[src/inc/spm_cfg.svh]
// Constants for the switch power and link state controller: encodings,
// field defaults, port capability masks and timing counts.
// Assumes a 200 MHz core clock and three ports: A (root-facing), B, C.
`ifndef SPM_CFG_SVH
`define SPM_CFG_SVH

// Power-state field encodings written by software
`define SPM_FIELD_D0        2'h0
`define SPM_FIELD_D3HOT     2'h3

// Port capability masks, bit 0 is port A
`define SPM_ASPM_L0S_CAP      3'h7
`define SPM_ASPM_L1_CAP       3'h3
`define SPM_L1_REQ_PORTS      3'h1

// Timing: core clock, entry timer tick, wake message service time-out
`define SPM_CLK_PERIOD_NS     5
`define SPM_TICK_NS           1000
`define SPM_TICK_CYC          ((`SPM_TICK_NS + `SPM_CLK_PERIOD_NS - 1) / `SPM_CLK_PERIOD_NS)
`define SPM_PME_TIMEOUT_MS    100
`define SPM_PME_TIMEOUT_CYC   ((`SPM_PME_TIMEOUT_MS * 1000000) / `SPM_CLK_PERIOD_NS)

// Reset values
`define SPM_TIMER_RST         8'h00
`define SPM_PME_CNT_RST       25'h0000000

`endif

[src/inc/spm_pkg.sv]
// Types shared by the switch power and link state controller.
// Assumes spm_cfg.svh provides the numeric constants.
package spm_pkg;

	// Bridge power states, Gray along D0U -> D0A -> D3hot -> D3cold
	typedef enum logic [1:0]
	{
		SPM_D0_UNINIT = 2'h0,
		SPM_D0_ACTIVE = 2'h1,
		SPM_D3_HOT    = 2'h3,
		SPM_D3_COLD   = 2'h2
	} spm_dstate_e;

	// Link states, Gray along L0 -> L0s -> L1 request -> L1 -> L2/L3 -> L3
	typedef enum logic [2:0]
	{
		SPM_L0      = 3'h0,
		SPM_L0S     = 3'h1,
		SPM_L1_REQ  = 3'h3,
		SPM_L1      = 3'h2,
		SPM_L23_RDY = 3'h6,
		SPM_L3      = 3'h7
	} spm_lstate_e;

endpackage

[src/rtl/spm_aspm_link.sv]
// Link state machine of one port: L0s/L1 entry timers, L1 handshake, exits.
// Assumes partner and data-link inputs are core-clock logic, not pins.
`timescale 1ns/1ps
`include "spm_cfg.svh"

module spm_aspm_link
(
	input  wire logic                clk_in,          // Core clock
	input  wire logic                srst_in,         // Sync reset, high
	input  wire logic                l0s_en_in,       // L0s enabled and supported
	input  wire logic                l1_en_in,        // L1 enabled and supported
	input  wire logic                l1_req_allow_in, // Port may originate L1 requests
	input  wire logic                idle_in,         // Entry conditions hold
	input  wire logic                tx_pending_in,   // Packet waits to be sent
	input  wire logic                partner_exit_in, // Partner starts an exit
	input  wire logic                l1_ack_in,       // Partner accepts L1
	input  wire logic                l1_nak_in,       // Partner refuses L1
	input  wire logic                d3hot_in,        // Bridge in D3hot
	input  wire logic                l23_enter_in,    // Turn-off acknowledged
	input  wire logic                power_off_in,    // Power removed
	input  wire logic                tick_in,         // Entry timer tick
	input  wire logic [7:0]          l0s_time_in,     // L0s entry time in ticks
	input  wire logic [7:0]          l1_time_in,      // L1 entry time in ticks
	output spm_pkg::spm_lstate_e     state_out,       // Link state, registered
	output logic                     l1_req_out,      // L1 request level, registered
	output logic                     tx_block_out     // No TLP/DLLP allowed, registered
);
	import spm_pkg::*;

	spm_lstate_e state_reg;      // Link state
	spm_lstate_e state_next;
	logic [7:0]  l0s_cnt_reg;    // Ticks with L0s conditions unbroken
	logic [7:0]  l0s_cnt_next;
	logic [7:0]  l1_cnt_reg;     // Ticks with L1 conditions unbroken
	logic [7:0]  l1_cnt_next;
	logic        l1_req_reg;
	logic        l1_req_next;
	logic        block_reg;
	logic        block_next;
	logic        wake;           // Exit cause
	logic        l0s_met;
	logic        l1_met;

	// Next state; hardware alone steps the link once enabled
	always_comb
	begin
		wake         = tx_pending_in || partner_exit_in;
		l0s_cnt_next = (idle_in && state_reg == SPM_L0) ? l0s_cnt_reg : `SPM_TIMER_RST;
		l1_cnt_next  = (idle_in && (state_reg == SPM_L0 || state_reg == SPM_L0S)) ?
			l1_cnt_reg : `SPM_TIMER_RST;
		if (tick_in && l0s_cnt_next != 8'hff && l0s_cnt_next != `SPM_TIMER_RST)
			l0s_cnt_next = l0s_cnt_next + 8'h01;
		else if (tick_in && idle_in && state_reg == SPM_L0 && l0s_cnt_next == `SPM_TIMER_RST)
			l0s_cnt_next = 8'h01;
		if (tick_in && l1_cnt_next != 8'hff && l1_cnt_next != `SPM_TIMER_RST)
			l1_cnt_next = l1_cnt_next + 8'h01;
		else if (tick_in && idle_in && l1_cnt_next == `SPM_TIMER_RST &&
			(state_reg == SPM_L0 || state_reg == SPM_L0S))
			l1_cnt_next = 8'h01;
		l0s_met = idle_in && (l0s_cnt_reg >= l0s_time_in);
		l1_met  = idle_in && l1_en_in && l1_req_allow_in && (l1_cnt_reg >= l1_time_in);
		state_next = state_reg;
		case (state_reg)
			SPM_L0:
				if (l23_enter_in)
					state_next = SPM_L23_RDY;
				else if (d3hot_in && idle_in && !tx_pending_in)
					state_next = SPM_L1;
				else if (l1_met)
					state_next = SPM_L1_REQ;
				else if (l0s_en_in && l0s_met)
					state_next = SPM_L0S;
			SPM_L0S:
				if (wake)
					state_next = SPM_L0;
				else if (d3hot_in && idle_in)
					state_next = SPM_L1;
				else if (l1_met)
					state_next = SPM_L1_REQ;
			SPM_L1_REQ:
				if (l1_ack_in)
					state_next = SPM_L1;
				else if (l1_nak_in)
					state_next = SPM_L0;
			SPM_L1:
				if (wake)
					state_next = SPM_L0;
			SPM_L23_RDY:
				// Left only by reset or power loss
				state_next = SPM_L23_RDY;
			SPM_L3:
				state_next = SPM_L3;
			default:
				state_next = SPM_L0;
		endcase
		if (power_off_in)
			state_next = SPM_L3;
		l1_req_next = (state_next == SPM_L1_REQ);
		block_next  = (state_next == SPM_L23_RDY) || (state_next == SPM_L3);
	end

	// Registers only
	always_ff @(posedge clk_in)
	begin
		if (srst_in)
		begin
			state_reg   <= SPM_L0;
			l0s_cnt_reg <= `SPM_TIMER_RST;
			l1_cnt_reg  <= `SPM_TIMER_RST;
			l1_req_reg  <= 1'b0;
			block_reg   <= 1'b0;
		end
		else
		begin
			state_reg   <= state_next;
			l0s_cnt_reg <= l0s_cnt_next;
			l1_cnt_reg  <= l1_cnt_next;
			l1_req_reg  <= l1_req_next;
			block_reg   <= block_next;
		end
	end

	assign state_out    = state_reg;
	assign l1_req_out   = l1_req_reg;
	assign tx_block_out = block_reg;

endmodule

[src/rtl/spm_bridge_pm.sv]
// Power state machine of one bridge.
// Assumes configuration and power-state writes arrive as core-clock pulses.
`timescale 1ns/1ps
`include "spm_cfg.svh"

module spm_bridge_pm
(
	input  wire logic                clk_in,        // Core clock
	input  wire logic                srst_in,       // Fundamental reset, sync high
	input  wire logic                cfg_done_in,   // Bridge configured pulse
	input  wire logic                pm_wr_in,      // Power-state field write pulse
	input  wire logic [1:0]          pm_state_in,   // Value written to the field
	input  wire logic                power_off_in,  // Power removed
	output spm_pkg::spm_dstate_e     dstate_out     // Current state, registered
);
	import spm_pkg::*;

	spm_dstate_e dstate_reg;   // State register
	spm_dstate_e dstate_next;  // Next state

	// Next state; a D3hot to D0U move only changes this state, nothing else
	always_comb
	begin
		dstate_next = dstate_reg;
		case (dstate_reg)
			SPM_D0_UNINIT:
				if (cfg_done_in)
					dstate_next = SPM_D0_ACTIVE;
			SPM_D0_ACTIVE:
				if (pm_wr_in && pm_state_in == `SPM_FIELD_D3HOT)
					dstate_next = SPM_D3_HOT;
			SPM_D3_HOT:
				if (pm_wr_in && pm_state_in == `SPM_FIELD_D0)
					dstate_next = SPM_D0_UNINIT;
			SPM_D3_COLD:
				// Only a fundamental reset leaves D3cold
				dstate_next = SPM_D3_COLD;
			default:
				dstate_next = SPM_D0_UNINIT;
		endcase
		if (power_off_in && dstate_reg == SPM_D3_HOT)
			dstate_next = SPM_D3_COLD;
	end

	// Reset forces D0U from any state
	always_ff @(posedge clk_in)
	begin
		if (srst_in)
			dstate_reg <= SPM_D0_UNINIT;
		else
			dstate_reg <= dstate_next;
	end

	assign dstate_out = dstate_reg;

endmodule

[src/rtl/spm_top.sv]
// Top of the switch power and link state controller: three bridge power
// state machines, three link state machines, the device-wide low-power
// state of the root-facing port, entry timer tick and wake message retries.
// Assumes all inputs are core-clock logic (configuration space, data link
// layer); software-visible fields arrive as plain levels and write pulses.
`timescale 1ns/1ps
`include "spm_cfg.svh"

module spm_top
#(
	parameter int unsigned PME_TIMEOUT_CYC = `SPM_PME_TIMEOUT_CYC  // Wake service time-out
)
(
	input  wire logic                clk_in,                 // Core clock, 200 MHz
	input  wire logic                srst_in,                // Fundamental reset, sync high
	input  wire logic [2:0]          cfg_done_in,            // Bridge configured pulse, per port
	input  wire logic [2:0]          pm_wr_in,               // Control/status register write, per port
	input  wire logic [1:0]          power_state_field_in,   // Power-state field write data
	input  wire logic                power_off_in,           // Power removed from device
	input  wire logic [2:0]          aspm_l0s_en_in,         // Link control L0s enable, per port
	input  wire logic [2:0]          aspm_l1_en_in,          // Link control L1 enable, per port
	input  wire logic [7:0]          l0s_entry_timer_in,     // L0s entry time, microseconds
	input  wire logic [7:0]          l1_entry_timer_in,      // L1 entry time, microseconds
	input  wire logic [2:0]          link_idle_in,           // Link entry conditions hold
	input  wire logic [2:0]          tx_pending_in,          // Packet pending, per port
	input  wire logic [2:0]          partner_exit_in,        // Partner exits low power
	input  wire logic [2:0]          l1_ack_in,              // Partner accepts L1 request
	input  wire logic [2:0]          l1_nak_in,              // Partner refuses L1 request
	input  wire logic                pme_to_ack_in,          // Turn-off acknowledgements received
	input  wire logic [1:0]          pme_event_in,           // Hot-plug wake event, ports B, C
	input  wire logic [1:0]          pme_serviced_in,        // Software serviced wake, ports B, C
	output spm_pkg::spm_dstate_e     dstate_a_out,           // Port A bridge state
	output spm_pkg::spm_dstate_e     dstate_b_out,           // Port B bridge state
	output spm_pkg::spm_dstate_e     dstate_c_out,           // Port C bridge state
	output spm_pkg::spm_lstate_e     link_state_a_out,       // Port A link state
	output spm_pkg::spm_lstate_e     link_state_b_out,       // Port B link state
	output spm_pkg::spm_lstate_e     link_state_c_out,       // Port C link state
	output logic [2:0]               l1_req_out,             // L1 entry request level
	output logic [2:0]               link_tx_block_out,      // TLP/DLLP traffic blocked
	output logic [1:0]               pme_send_out,           // Send wake message pulse, B, C
	output logic [1:0]               pme_pending_out,        // Wake awaiting service, B, C
	output logic                     switch_low_power_out    // Whole switch in low power
);
	import spm_pkg::*;

	// Tick counter reload and wake time-out reload, sized to their counters
	localparam logic [7:0]  TICK_LAST = 8'(`SPM_TICK_CYC - 1);
	localparam logic [24:0] PME_LAST  = 25'(PME_TIMEOUT_CYC - 1);
	// Masks as named constants; a literal cannot be bit-selected
	localparam logic [2:0]  L0S_CAP   = `SPM_ASPM_L0S_CAP;
	localparam logic [2:0]  L1_CAP    = `SPM_ASPM_L1_CAP;
	localparam logic [2:0]  L1_ORIG   = `SPM_L1_REQ_PORTS;

	// True when a bridge is in D3hot; used by links and device state
	function automatic logic is_d3hot(input spm_dstate_e st);
		is_d3hot = (st == SPM_D3_HOT);
	endfunction

	// True when a bridge may emit wake messages
	function automatic logic pme_allowed(input spm_dstate_e st);
		pme_allowed = (st == SPM_D0_ACTIVE) || (st == SPM_D3_HOT);
	endfunction

	spm_dstate_e dstate [3];          // Bridge states, index 0 is port A
	spm_lstate_e lstate [3];          // Link states
	logic [2:0]  d3_link;             // Link may be directed to L1
	logic [2:0]  l1_req_w;            // Request levels from links
	logic [2:0]  block_w;             // Traffic block from links

	logic [7:0]  tick_cnt_reg;        // Microsecond prescaler
	logic [7:0]  tick_cnt_next;
	logic        tick_reg;            // One-cycle tick
	logic        tick_next;

	logic        ack_seen_reg;        // Acks seen while root port low
	logic        ack_seen_next;
	logic        switch_lp_reg;       // Whole-switch low power
	logic        switch_lp_next;

	logic [1:0]  pme_pend_reg;        // Wake messages awaiting service
	logic [1:0]  pme_pend_next;
	logic [1:0]  pme_send_reg;        // Send pulses
	logic [1:0]  pme_send_next;
	logic [24:0] pme_cnt_reg [2];     // Service time-out counters
	logic [24:0] pme_cnt_next [2];

	// Per-port power and link machines
	genvar gi;
	generate
		for (gi = 0; gi < 3; gi++)
		begin : g_port
			// Each bridge has its own state
			spm_bridge_pm u_bridge
			(
				.clk_in       (clk_in),
				.srst_in      (srst_in),
				.cfg_done_in  (cfg_done_in[gi]),
				.pm_wr_in     (pm_wr_in[gi]),
				.pm_state_in  (power_state_field_in),
				.power_off_in (power_off_in),
				.dstate_out   (dstate[gi])
			);

			// D3hot lets its link go to L1; the switch state covers all
			assign d3_link[gi] = is_d3hot(dstate[gi]) || switch_lp_reg;

			// Capability masks gate L0s, L1 and requests
			spm_aspm_link u_link
			(
				.clk_in          (clk_in),
				.srst_in         (srst_in),
				.l0s_en_in       (aspm_l0s_en_in[gi] && L0S_CAP[gi]),
				.l1_en_in        (aspm_l1_en_in[gi] && L1_CAP[gi]),
				.l1_req_allow_in (L1_ORIG[gi]),
				.idle_in         (link_idle_in[gi]),
				.tx_pending_in   (tx_pending_in[gi]),
				.partner_exit_in (partner_exit_in[gi]),
				.l1_ack_in       (l1_ack_in[gi]),
				.l1_nak_in       (l1_nak_in[gi]),
				.d3hot_in        (d3_link[gi]),
				.l23_enter_in    (switch_lp_reg),
				.power_off_in    (power_off_in),
				.tick_in         (tick_reg),
				.l0s_time_in     (l0s_entry_timer_in),
				.l1_time_in      (l1_entry_timer_in),
				.state_out       (lstate[gi]),
				.l1_req_out      (l1_req_w[gi]),
				.tx_block_out    (block_w[gi])
			);
		end
	endgenerate

	// Prescaler for the entry timers; one tick per microsecond
	always_comb
	begin
		tick_next     = 1'b0;
		tick_cnt_next = tick_cnt_reg - 8'h01;
		if (tick_cnt_reg == 8'h00)
		begin
			// Reload and fire
			tick_cnt_next = TICK_LAST;
			tick_next     = 1'b1;
		end
	end

	always_ff @(posedge clk_in)
	begin
		if (srst_in)
		begin
			tick_cnt_reg <= 8'h00;
			tick_reg     <= 1'b0;
		end
		else
		begin
			tick_cnt_reg <= tick_cnt_next;
			tick_reg     <= tick_next;
		end
	end

	// Device-wide state follows the root-facing port
	always_comb
	begin
		ack_seen_next = ack_seen_reg;
		// Leaving D3hot forgets earlier acks
		if (!is_d3hot(dstate[0]))
			ack_seen_next = 1'b0;
		// An ack counts only while the root port is already in D3hot
		if (pme_to_ack_in && is_d3hot(dstate[0]))
			ack_seen_next = 1'b1;
		// Root port low and acks in: whole switch low
		switch_lp_next = is_d3hot(dstate[0]) && ack_seen_next;
	end

	always_ff @(posedge clk_in)
	begin
		if (srst_in)
		begin
			ack_seen_reg  <= 1'b0;
			switch_lp_reg <= 1'b0;
		end
		else
		begin
			ack_seen_reg  <= ack_seen_next;
			switch_lp_reg <= switch_lp_next;
		end
	end

	// Wake messages of ports B and C with re-send on service time-out.
	// A long time-out trades bus traffic for slower recovery of a lost message.
	always_comb
	begin
		pme_pend_next = pme_pend_reg;
		pme_send_next = 2'b00;
		for (int i = 0; i < 2; i++)
		begin
			pme_cnt_next[i] = pme_cnt_reg[i];
			if (pme_pend_reg[i])
			begin
				if (pme_cnt_reg[i] == `SPM_PME_CNT_RST)
				begin
					pme_cnt_next[i]  = PME_LAST;
					pme_send_next[i] = pme_allowed(dstate[i + 1]);
				end
				else
					pme_cnt_next[i] = pme_cnt_reg[i] - 25'h0000001;
			end
			// Serviced: stop retrying
			if (pme_serviced_in[i])
				pme_pend_next[i] = 1'b0;
			// New event, D0 active or D3hot only; set wins
			if (pme_event_in[i] && pme_allowed(dstate[i + 1]) && !pme_pend_reg[i])
			begin
				pme_pend_next[i] = 1'b1;
				pme_send_next[i] = 1'b1;
				pme_cnt_next[i]  = PME_LAST;
			end
			else if (pme_event_in[i] && pme_allowed(dstate[i + 1]) && pme_serviced_in[i])
				pme_pend_next[i] = 1'b1;
			if (dstate[i + 1] == SPM_D3_COLD)
			begin
				pme_pend_next[i] = 1'b0;
				pme_send_next[i] = 1'b0;
			end
		end
	end

	always_ff @(posedge clk_in)
	begin
		if (srst_in)
		begin
			pme_pend_reg <= 2'b00;
			pme_send_reg <= 2'b00;
			pme_cnt_reg[0] <= `SPM_PME_CNT_RST;
			pme_cnt_reg[1] <= `SPM_PME_CNT_RST;
		end
		else
		begin
			pme_pend_reg <= pme_pend_next;
			pme_send_reg <= pme_send_next;
			pme_cnt_reg[0] <= pme_cnt_next[0];
			pme_cnt_reg[1] <= pme_cnt_next[1];
		end
	end

	// Outputs, each straight from a register here or in a submodule
	assign dstate_a_out         = dstate[0];
	assign dstate_b_out         = dstate[1];
	assign dstate_c_out         = dstate[2];
	assign link_state_a_out     = lstate[0];
	assign link_state_b_out     = lstate[1];
	assign link_state_c_out     = lstate[2];
	assign l1_req_out           = l1_req_w;
	assign link_tx_block_out    = block_w;
	assign pme_send_out         = pme_send_reg;
	assign pme_pending_out      = pme_pend_reg;
	assign switch_low_power_out = switch_lp_reg;

endmodule

[config.mk]
export PLATFORM = sky130hd
export DESIGN_NAME = spm_top
export DESIGN_NICKNAME = d
export VERILOG_FILES = /design/src/inc/spm_pkg.sv /design/src/rtl/spm_aspm_link.sv /design/src/rtl/spm_bridge_pm.sv /design/src/rtl/spm_top.sv
export VERILOG_INCLUDE_DIRS = /design/src /design/src/inc
export SDC_FILE = /design/constraint.sdc
export NUM_CORES = 1
export LEC_CHECK = 0
export ABC_CLOCK_PERIOD_IN_PS = 3420
export BUFFER_PORTS_ARGS = -buffer_cell sky130_fd_sc_hd__buf_2
export CAP_MARGIN = 10
export CORE_ASPECT_RATIO = 1.75
export CORE_MARGIN = 10
export CORE_UTILIZATION = 35
export DETAILED_ROUTE_END_ITERATION = 10
export PLACE_DENSITY = 0.56
export REMOVE_ABC_BUFFERS = 1
export SETUP_SLACK_MARGIN = 0.2
export SLEW_MARGIN = 15
export SYNTH_ARGS = -nofsm -noshare
export SYNTH_HDL_FRONTEND = slang
export SYNTH_HIERARCHICAL = 1
export SYNTH_SLANG_ARGS = --single-unit
[constraint.sdc]
create_clock -name clk_in -period 3.42 [get_ports clk_in]
set_input_delay 0.171 -clock clk_in [delete_from_list [all_inputs] [get_ports clk_in]]
set_output_delay 0.171 -clock clk_in [all_outputs]
set_load 0.02 [all_outputs]
==> results of run 1 <==
-- metal layers --
| metal | up-vias | global-route usage |
|---|---|---|
| li1 | 3909 | - |
| met1 | 3721 | 0.146 |
| met2 | 111 | 0.272 |
| met4 | 0 | 0.0615 |
| met3 | 34 | 0.0265 |
| met5 | - | 0 |
-- path summary, 6_finish.rpt --
kind | depth (start not counted) | start | end | slack (ns)
max | 6 | pme_cnt_reg[0][25] | pme_cnt_reg[0][42] | 0.89
min reg2reg | 1 | tick_cnt_reg[0] | tick_cnt_reg[0] | 0.47
min | 3 | pme_event_in[1] | pme_pending_out[1] | 0.02
max reg2reg | 6 | pme_cnt_reg[0][25] | pme_cnt_reg[0][42] | 0.89
-- cells in the mapped netlist, drive strengths merged, types with 16 or more instances --
master / n / area share
dfxtp: 134 / 0.31
inv: 94 / 0.040
nand2: 93 / 0.040
nor2: 89 / 0.038
ha: 74 / 0.11
a21oi: 72 / 0.041
xor2: 38 / 0.038
nand3: 34 / 0.021
xnor2: 27 / 0.027
nand4: 25 / 0.023
or4: 25 / 0.023
nor4: 22 / 0.019
o21ai: 21 / 0.012
clkbuf: 20 / 0.0085
nor3: 20 / 0.011
nand2b: 17 / 0.012
o31ai: 17 / 0.019
a31oi: 16 / 0.011
and3: 16 / 0.011
-- area by class of cell --
type	count	share of cell area
Tap cell	312	0.0387
Sequential cell	134	0.266
Clock inverter	13	0.0180
Inverter	94	0.0350
Timing Repair Buffer	89	0.0479
Clock buffer	19	0.0429
Antenna cell	1	0.000248
Multi-Input combinational cell	783	0.551
-- timing repair --
| item | in CTS | in global routing |
|---|---|---|
| gates resized for setup | 0 | 0 |
| setup buffers | 0 | 0 |
| endpoints found under the hold margin | 2 | 0 |
| hold buffers | 2 | 0 |
-- cell families after synthesis --
family,count (synthesis),share of synthesized area
AND/OR/NAND/NOR,421,0.276
AO/OA/AOI/OAI,209,0.177
flip-flops,134,0.305
buffers and inverters,129,0.0645
adder cells (fa/ha/maj),74,0.105
XOR/XNOR,65,0.0648
multiplexers,6,0.00683
other,2,0.000854
-- critical path, delay by kind of cell (launching register included) --
kind | cells | cell delay, ns
buffers and inverters | 1 | 0.07
AOI/OAI and AO/OA | 2 | 0.78
adders and majority gates | 1 | 0.19
and+or+nand+nor | 2 | 0.98
DFF | 1 | 0.35
-- through the flow --
step / instances / power [W] / setup slack, ns
floorplan: 1011 / 0.00366 / 0.998
global placement: 1410 / 0.00425 / 0.906
detailed placement: 1410 / 0.00428 / 0.889
CTS: 1444 / 0.00626 / 0.880
global route: 1444 / 0.00664 / 0.709
finish: 1445 / 0.00619 / 0.894
-- cell usage in the layout (no fill, tap or decap), drive strengths merged, types with 6 or more instances in the layout --
cell and instances:
o41ai 8, o31ai 17, o21a 6, or4 25, nand3b 9, and2 6
nand2b 17, nor2b 9, clkinv 7, buf 87, ha 74, a2111oi 15
mux2i 6, o21ai 21, nand4 25, nand4b 7, nand2 93, clkbuf 19
xnor2 27, xor2 38, nor2 89, dfxtp 134, and3b 10, nor4 22
nor3 20, a21oi 72, nand3 34, conb 8, inv 94, and3 16
a31oi 16, nor4b 9, a211oi 15, and4 6, a221oi 7, or3 8
-- where the power goes --
part           leakage, nW  total (W)  switching (W)  internal [W]
clock network        0.297    0.00194       0.000726       0.00122
registers             1.09    0.00220       0.000372       0.00183
logic                 2.92    0.00205        0.00123      0.000816
total                 4.31    0.00619        0.00233       0.00386
==> results.md, run 1 <==
* Area Growth Syn to Fin at 14.8%
* HPWL after detailed placement at roughly 17 mm
* Clk_lat worst skew at 0.43 ns
* Final setup viols at 0
* CTS clk-pin slew, worst paths at about 0.060 ns
* Multi-input logic area at 0.00556 mm2
* Initial antenna violation count at 0
* Setup TNS at 0 ns
* Dpl cell area at between 0.009 and 0.01 mm2
* Detail Route met2 WL at around 13 mm
* Max-Cap Viols at 0
* Core Area at 0.0247 mm2
* Hold Fails Final Rpt at 0
* I/O pin cnt at slightly below 80
* Average routed wire per standard cell at 15.8 um
* Max Slew Vio Count at 0
* Register area at 0.00268 mm2
* Die Area at ~0.032 mm2
* HP Class: in -> reg
* Metal-1 WL at 9.00 mm
* Main synth FF type: dfxtp_1
* DRT Pass-1 Iters at 4
* Share of cells above drive strength 1 at 0.141
* Clock sinks at ~130
* Metal3 WL at 734 um
* Max FFs per register at 50
* Syn Std Cell Area at 0.00879 mm2
* CP max FO at 10
* Leak at 4.31 nW
* Worst-path cell chain: inv_1 -> ha_1 -> or3b_1 -> or4_4 -> o41ai_4 -> a21oi_1
* Post-synth ARST share at 0
* Data arrival time of the worst path at 2.81 ns
* Number of cell rows at 76
* Max frequency at 396 MHz
* Post-synthesis register bit count at roughly 130
* Worst path required time at 3.70 ns
* Drt via density at 5.38
* DRT Wirelength at 22.9 mm
* H-tree depth at 4
* Max VDD drop at between 300 and 400 uV
* Slew headroom at 0.259
* Worst Skew at about 0.013 ns
* Cell Pwr Density at about 610 mW/mm2
* Run status: complete, no violations
* Vias in the first global route at about 8000
* Tcrit/Tclk final at 0.739
* Chip height at roughly 230 um
* Largest net degree at the start of global routing at 77
* # port buffers at 77
* Root Driver: clkbuf_16
* Fillers at 2553
* CP max-delay cell: o41ai_4
* Post-synth EDFFs at 0
* RSZ-0062 raised after global routing: false
* Gate Count Post-Synth at 1040
* First-iteration detailed-routing DRC count at around 240
* Global-route wire length before repair at roughly 38 mm
* Total gr overflow at 0
* Floorplan die width at 140 um
* Initial Util at 0.356
* Vias at approximately 8000
* TritonCTS clock tree: yes
* CP max stage delay at 0.68 ns
* DRC errors left at 0
* Final worst path period need at 2.53 ns
* Clock Tree Buf Depth at 2
* Tot GR Track Use at 0.143
* Uppermost layer routed: met4
* Final instance area at around 0.010 mm2
* Tightest Pin Transition at 1.11 ns
* Critical path launch point type: flop
* Placer Congestion at between 0.8 and 0.9
* Avg Cell Area, Syn at 8.45 um2
* Synth Warn # at 6
* CTS buffer count at 17
* Hold Slack at 0.0246 ns
* Final core occ at 0.408
* Nets@finish at 1246
* Seq/Total Area, Yosys at 0.305
* Antenna Violating Nets Remaining at 0
* WS Path Type: reg -> reg
* CP Capture Type: flop
* Synth unique cells at between 60 and 70
(Power assumes the default switching activity.)
==> run 2: changes to the inputs <==
--- a/config.mk
+++ b/config.mk
@@ -6,14 +6,15 @@
 export SDC_FILE = /design/constraint.sdc
 export NUM_CORES = 1
 export LEC_CHECK = 0
-export ABC_CLOCK_PERIOD_IN_PS = 3420
+export ABC_AREA = 1
+export ABC_CLOCK_PERIOD_IN_PS = 2100
 export BUFFER_PORTS_ARGS = -buffer_cell sky130_fd_sc_hd__buf_2
 export CAP_MARGIN = 10
 export CORE_ASPECT_RATIO = 1.75
 export CORE_MARGIN = 10
 export CORE_UTILIZATION = 35
 export DETAILED_ROUTE_END_ITERATION = 10
-export PLACE_DENSITY = 0.56
+export PLACE_DENSITY = 0.57
 export REMOVE_ABC_BUFFERS = 1
 export SETUP_SLACK_MARGIN = 0.2
 export SLEW_MARGIN = 15
==> constraint.sdc (replaced) <==
create_clock -name clk_in -period 2.1 [get_ports clk_in]
set_input_delay 0.105 -clock clk_in [delete_from_list [all_inputs] [get_ports clk_in]]
set_output_delay 0.105 -clock clk_in [all_outputs]
set_load 0.02 [all_outputs]
==> run 2 against run 1 <==
Total power grew 74%. Die area grew 8.9%. Core utilization increased by 3.8 points. Combinational power grew 110%. Cell count is 44% higher. First-iteration DRC count rose by 37%. Global-route usage is 1.5 points higher. Non-clock buffer count rose by 72.
==> results.md, run 2 <==
* Reg2Reg Setup Slack at about 0.13 ns
* Root Driver: clkbuf_16
* Slew headroom at 0.640
* Max VDD drop at 778 uV
* CP max FO at 4
* Stages on the worst setup path at 13
* Final std cells w/o fill at 2075
* Gate Count Post-Synth at 1519
* Clock Tree Buf Depth at 2
* Int Power at 0.00633 W
* Drt via density at 4.77
* Worst Skew at between 0.01 and 0.015 ns
* Worst Min Path Start: cfg_done_in[0]
* Commonest non-fill, non-tap cells in the layout: 373 x nand2_1, 248 x inv_1, 208 x nor2_1
* # port buffers at 77
* R2R cell count at 13
* Worst-path cell chain: nor2_4 -> nand2_4 -> nor2_8 -> inv_4 -> nor2_4 -> buf_4 -> inv_2 -> ha_2 -> nand3_2 -> nand3b_1 -> nand3_4 -> o21ai_2 -> nor2_1
* Top cell type's share of synthesized area at 0.277
* Critical Path End: g_port[2].u_link/l0s_cnt_reg[1]
* Tcrit/Tclk final at 0.936
* Vias in the first global route at 9732
* Commonest non-fill, non-tap cell in the layout: nand2_1
* Hold Path Stages at 5
* Place WS at 0.0502 ns
* R2R Path Start: g_port[2].u_link/state_out[2]
* CP Capture Type: flop
* Floorplan die width at 146 um
* Data arrival time of the worst path at 2.30 ns
* Fillers at 2861
* H-tree depth at 4
* Hold Fails Final Rpt at 0
* CP max-delay cell: dfxtp_2
* Crit path buf inv count at 3
* Final core occ at 0.446
* Synth unique cells at between 40 and 50
* Number of cell rows at 80
* CTS clk-pin slew, worst paths at 0.07 ns
* CTS buffer count at 17
* Total gr overflow at 0
* Vias at 9906
* WS Path Type: reg -> reg
* Largest net degree at the start of global routing at 46
* Initial Util at 0.355
* Leak at 6.10 nW
* Post-synth EDFFs at 0
* Synth Warn # at 6
* Sw frac at 0.412
* Placer Congestion at 0.892
* Tot GR Track Use at 0.158
* Max frequency at about 510 MHz
* Seq/Total Area, Yosys at 0.277
* Max FFs per register at 50
* Initial antenna violation count at 0
* Clock sinks at 134
* Max-Cap Viols at 0
* # diodes at 0
* DRT Wirelength at 27.9 mm
* Top-count cell post-synth: nand2_1
* Clk_lat worst skew at approximately 0.45 ns
* Worst setup startpoint: g_port[2].u_link/state_out[2]
* Antenna Violating Nets Remaining at 0
* DRT Pass-1 Iters at 5
* Worst r2r dst: g_port[2].u_link/l0s_cnt_reg[1]
* RSZ-0062 raised after global routing: true
* CP max stage delay at 0.33 ns
* HP Class: in -> reg
* Post-synthesis register bit count at 134
* Synth top cells by count: 387 x nand2_1, 255 x inv_1, 220 x nor2_1, 134 x dfxtp_1, 81 x nand3_1
* Post-route worst setup slack at 0.135 ns
* Sw Pwr at ~0.0044 W
* Global-route wire length before repair at between 40 and 50 mm
* Clock power frac at 0.291
* Post-synth ARST share at 0
* Main synth FF type: dfxtp_1
* Combinational power share at 0.399
* Syn Std Cell Area at 0.00967 mm2
* First-iteration detailed-routing DRC count at 327
* Final worst path period need at 1.97 ns
* Share of cells above drive strength 1 at 0.195
* Synth top area cells: dfxtp_1 28%, nand2_1 15%, inv_1 9.9%, ha_1 9.6%, nor2_1 8.5%
* DP Cell Count at 2000
* Most common cell on crit path: nor2_4
* Worst path required time at 2.43 ns
* Max Slew Vio Count at 0
* Die Area at 0.0350 mm2
* Synth area leader: dfxtp_1
* HPWL after detailed placement at 21.3 mm
* Core Area at 0.0272 mm2
* Cell Pwr Density at just under 900 mW/mm2
* Critical path launch point type: flop
* Chip height at 240 um
* Tightest Pin Transition at approximately 0.53 ns
* Average routed wire per standard cell at 13.5 um
* Avg Cell Area, Syn at 6.37 um2
* DRC errors left at 0
* Nets@finish at 1820
* Area Growth Syn to Fin at 25.4%
* TritonCTS clock tree: yes
* I/O pin cnt at 79
* Setup TNS at 0 ns
* Cell family with most CP delay: simple AND/OR/NAND/NOR gates
* Seq pwr share at 0.310
* Run status: complete, no violations
* Final setup viols at 0
==> run 2: cell count changes in the layout (fill, tap and decap cells not counted), sizes merged, moves of 25 or more <==
cell   before  now
buf        87  156
inv        94  268
nand2      93  407
nand3      34  100
nor2       89  249
or4        25    0
==> run 2: layout make-up <==
type | instances | area [um2] | share of cell area
Inverter | 265 | 1010 | 0.0834
Clock buffer | 18 | 429 | 0.0354
Sequential cell | 134 | 2690 | 0.222
Clock inverter | 14 | 175 | 0.0144
Multi-Input combinational cell | 1114 | 6290 | 0.518
Timing Repair Buffer | 161 | 1070 | 0.0885
Tap cell | 369 | 462 | 0.0381
==> run 2: worst min path at each step <==
stage | endpoint | slack [ns]
global placement | pme_pending_out[1] | 0.29
finish | g_port[0].u_bridge/dstate_out[0] | 0.06
detailed placement | pme_pending_out[1] | 0.29
floorplan | tick_cnt_reg[1] | 0.17
global route | g_port[0].u_bridge/dstate_out[0] | 0.07
CTS | g_port[0].u_bridge/dstate_out[0] | 0.04
==> run 2: power by group through the flow <==
stage | clock network [W] | logic, W | registers, W
2_1_floorplan | 0 | 0.00300 | 0.00346
3_3_place_gp | 0 | 0.00418 | 0.00339
3_5_place_dp | 0 | 0.00422 | 0.00339
4_1_cts | 0.00323 | 0.00431 | 0.00334
5_1_grt | 0.00333 | 0.00490 | 0.00340
6_report | 0.00313 | 0.00430 | 0.00334
==> run 2: repair_timing <==
| item | 4_1_cts | 5_1_grt |
|---|---|---|
| hold endpoints to repair | 5 | 0 |
| buffers inserted | 28 | 6 |
| pin swaps | 33 | 43 |
| cloned | 2 | 2 |
| setup endpoints to repair | 47 | 49 |
| gates resized for setup | 55 | 47 |
| hold buffers | 5 | 0 |
==> run 2: worst min-delay path: stages <==
cell and delay [ns]:
buf_2 0.10, inv_1 0.06, nand2_1 0.06, nand3_2 0.08, a21oi_1 0.06
==> run 2: per-stage QoR <==
stage	hold slack, ns	total power (W)	area [um2]
3_3_place_gp	0.289	0.00756	10800
5_1_grt	0.0689	0.0116	12100
2_1_floorplan	0.172	0.00646	9620
3_5_place_dp	0.292	0.00760	10800
4_1_cts	0.0369	0.0109	11900
6_report	0.0594	0.0108	12100
==> run 2: per-layer routing <==
layer	global-route usage	vias up	routed length (um)
met5	0	-	0
met3	0.0288	55	984
met2	0.319	204	15700
met1	0.145	4510	10300
met4	0.0806	0	1030
li1	-	5137	-
==> run 2: cell families (layout without fill, tap and decap cells) <==
logic type,Yosys count,after routing,synth area share
XOR/XNOR,49,49,0.0444
AND/OR/NAND/NOR,863,867,0.406
AO/OA/AOI/OAI,120,120,0.0658
other,2,4,0.000776
flip-flops,134,134,0.277
adder cells (fa/ha/maj),74,74,0.0957
buffers and inverters,277,458,0.110
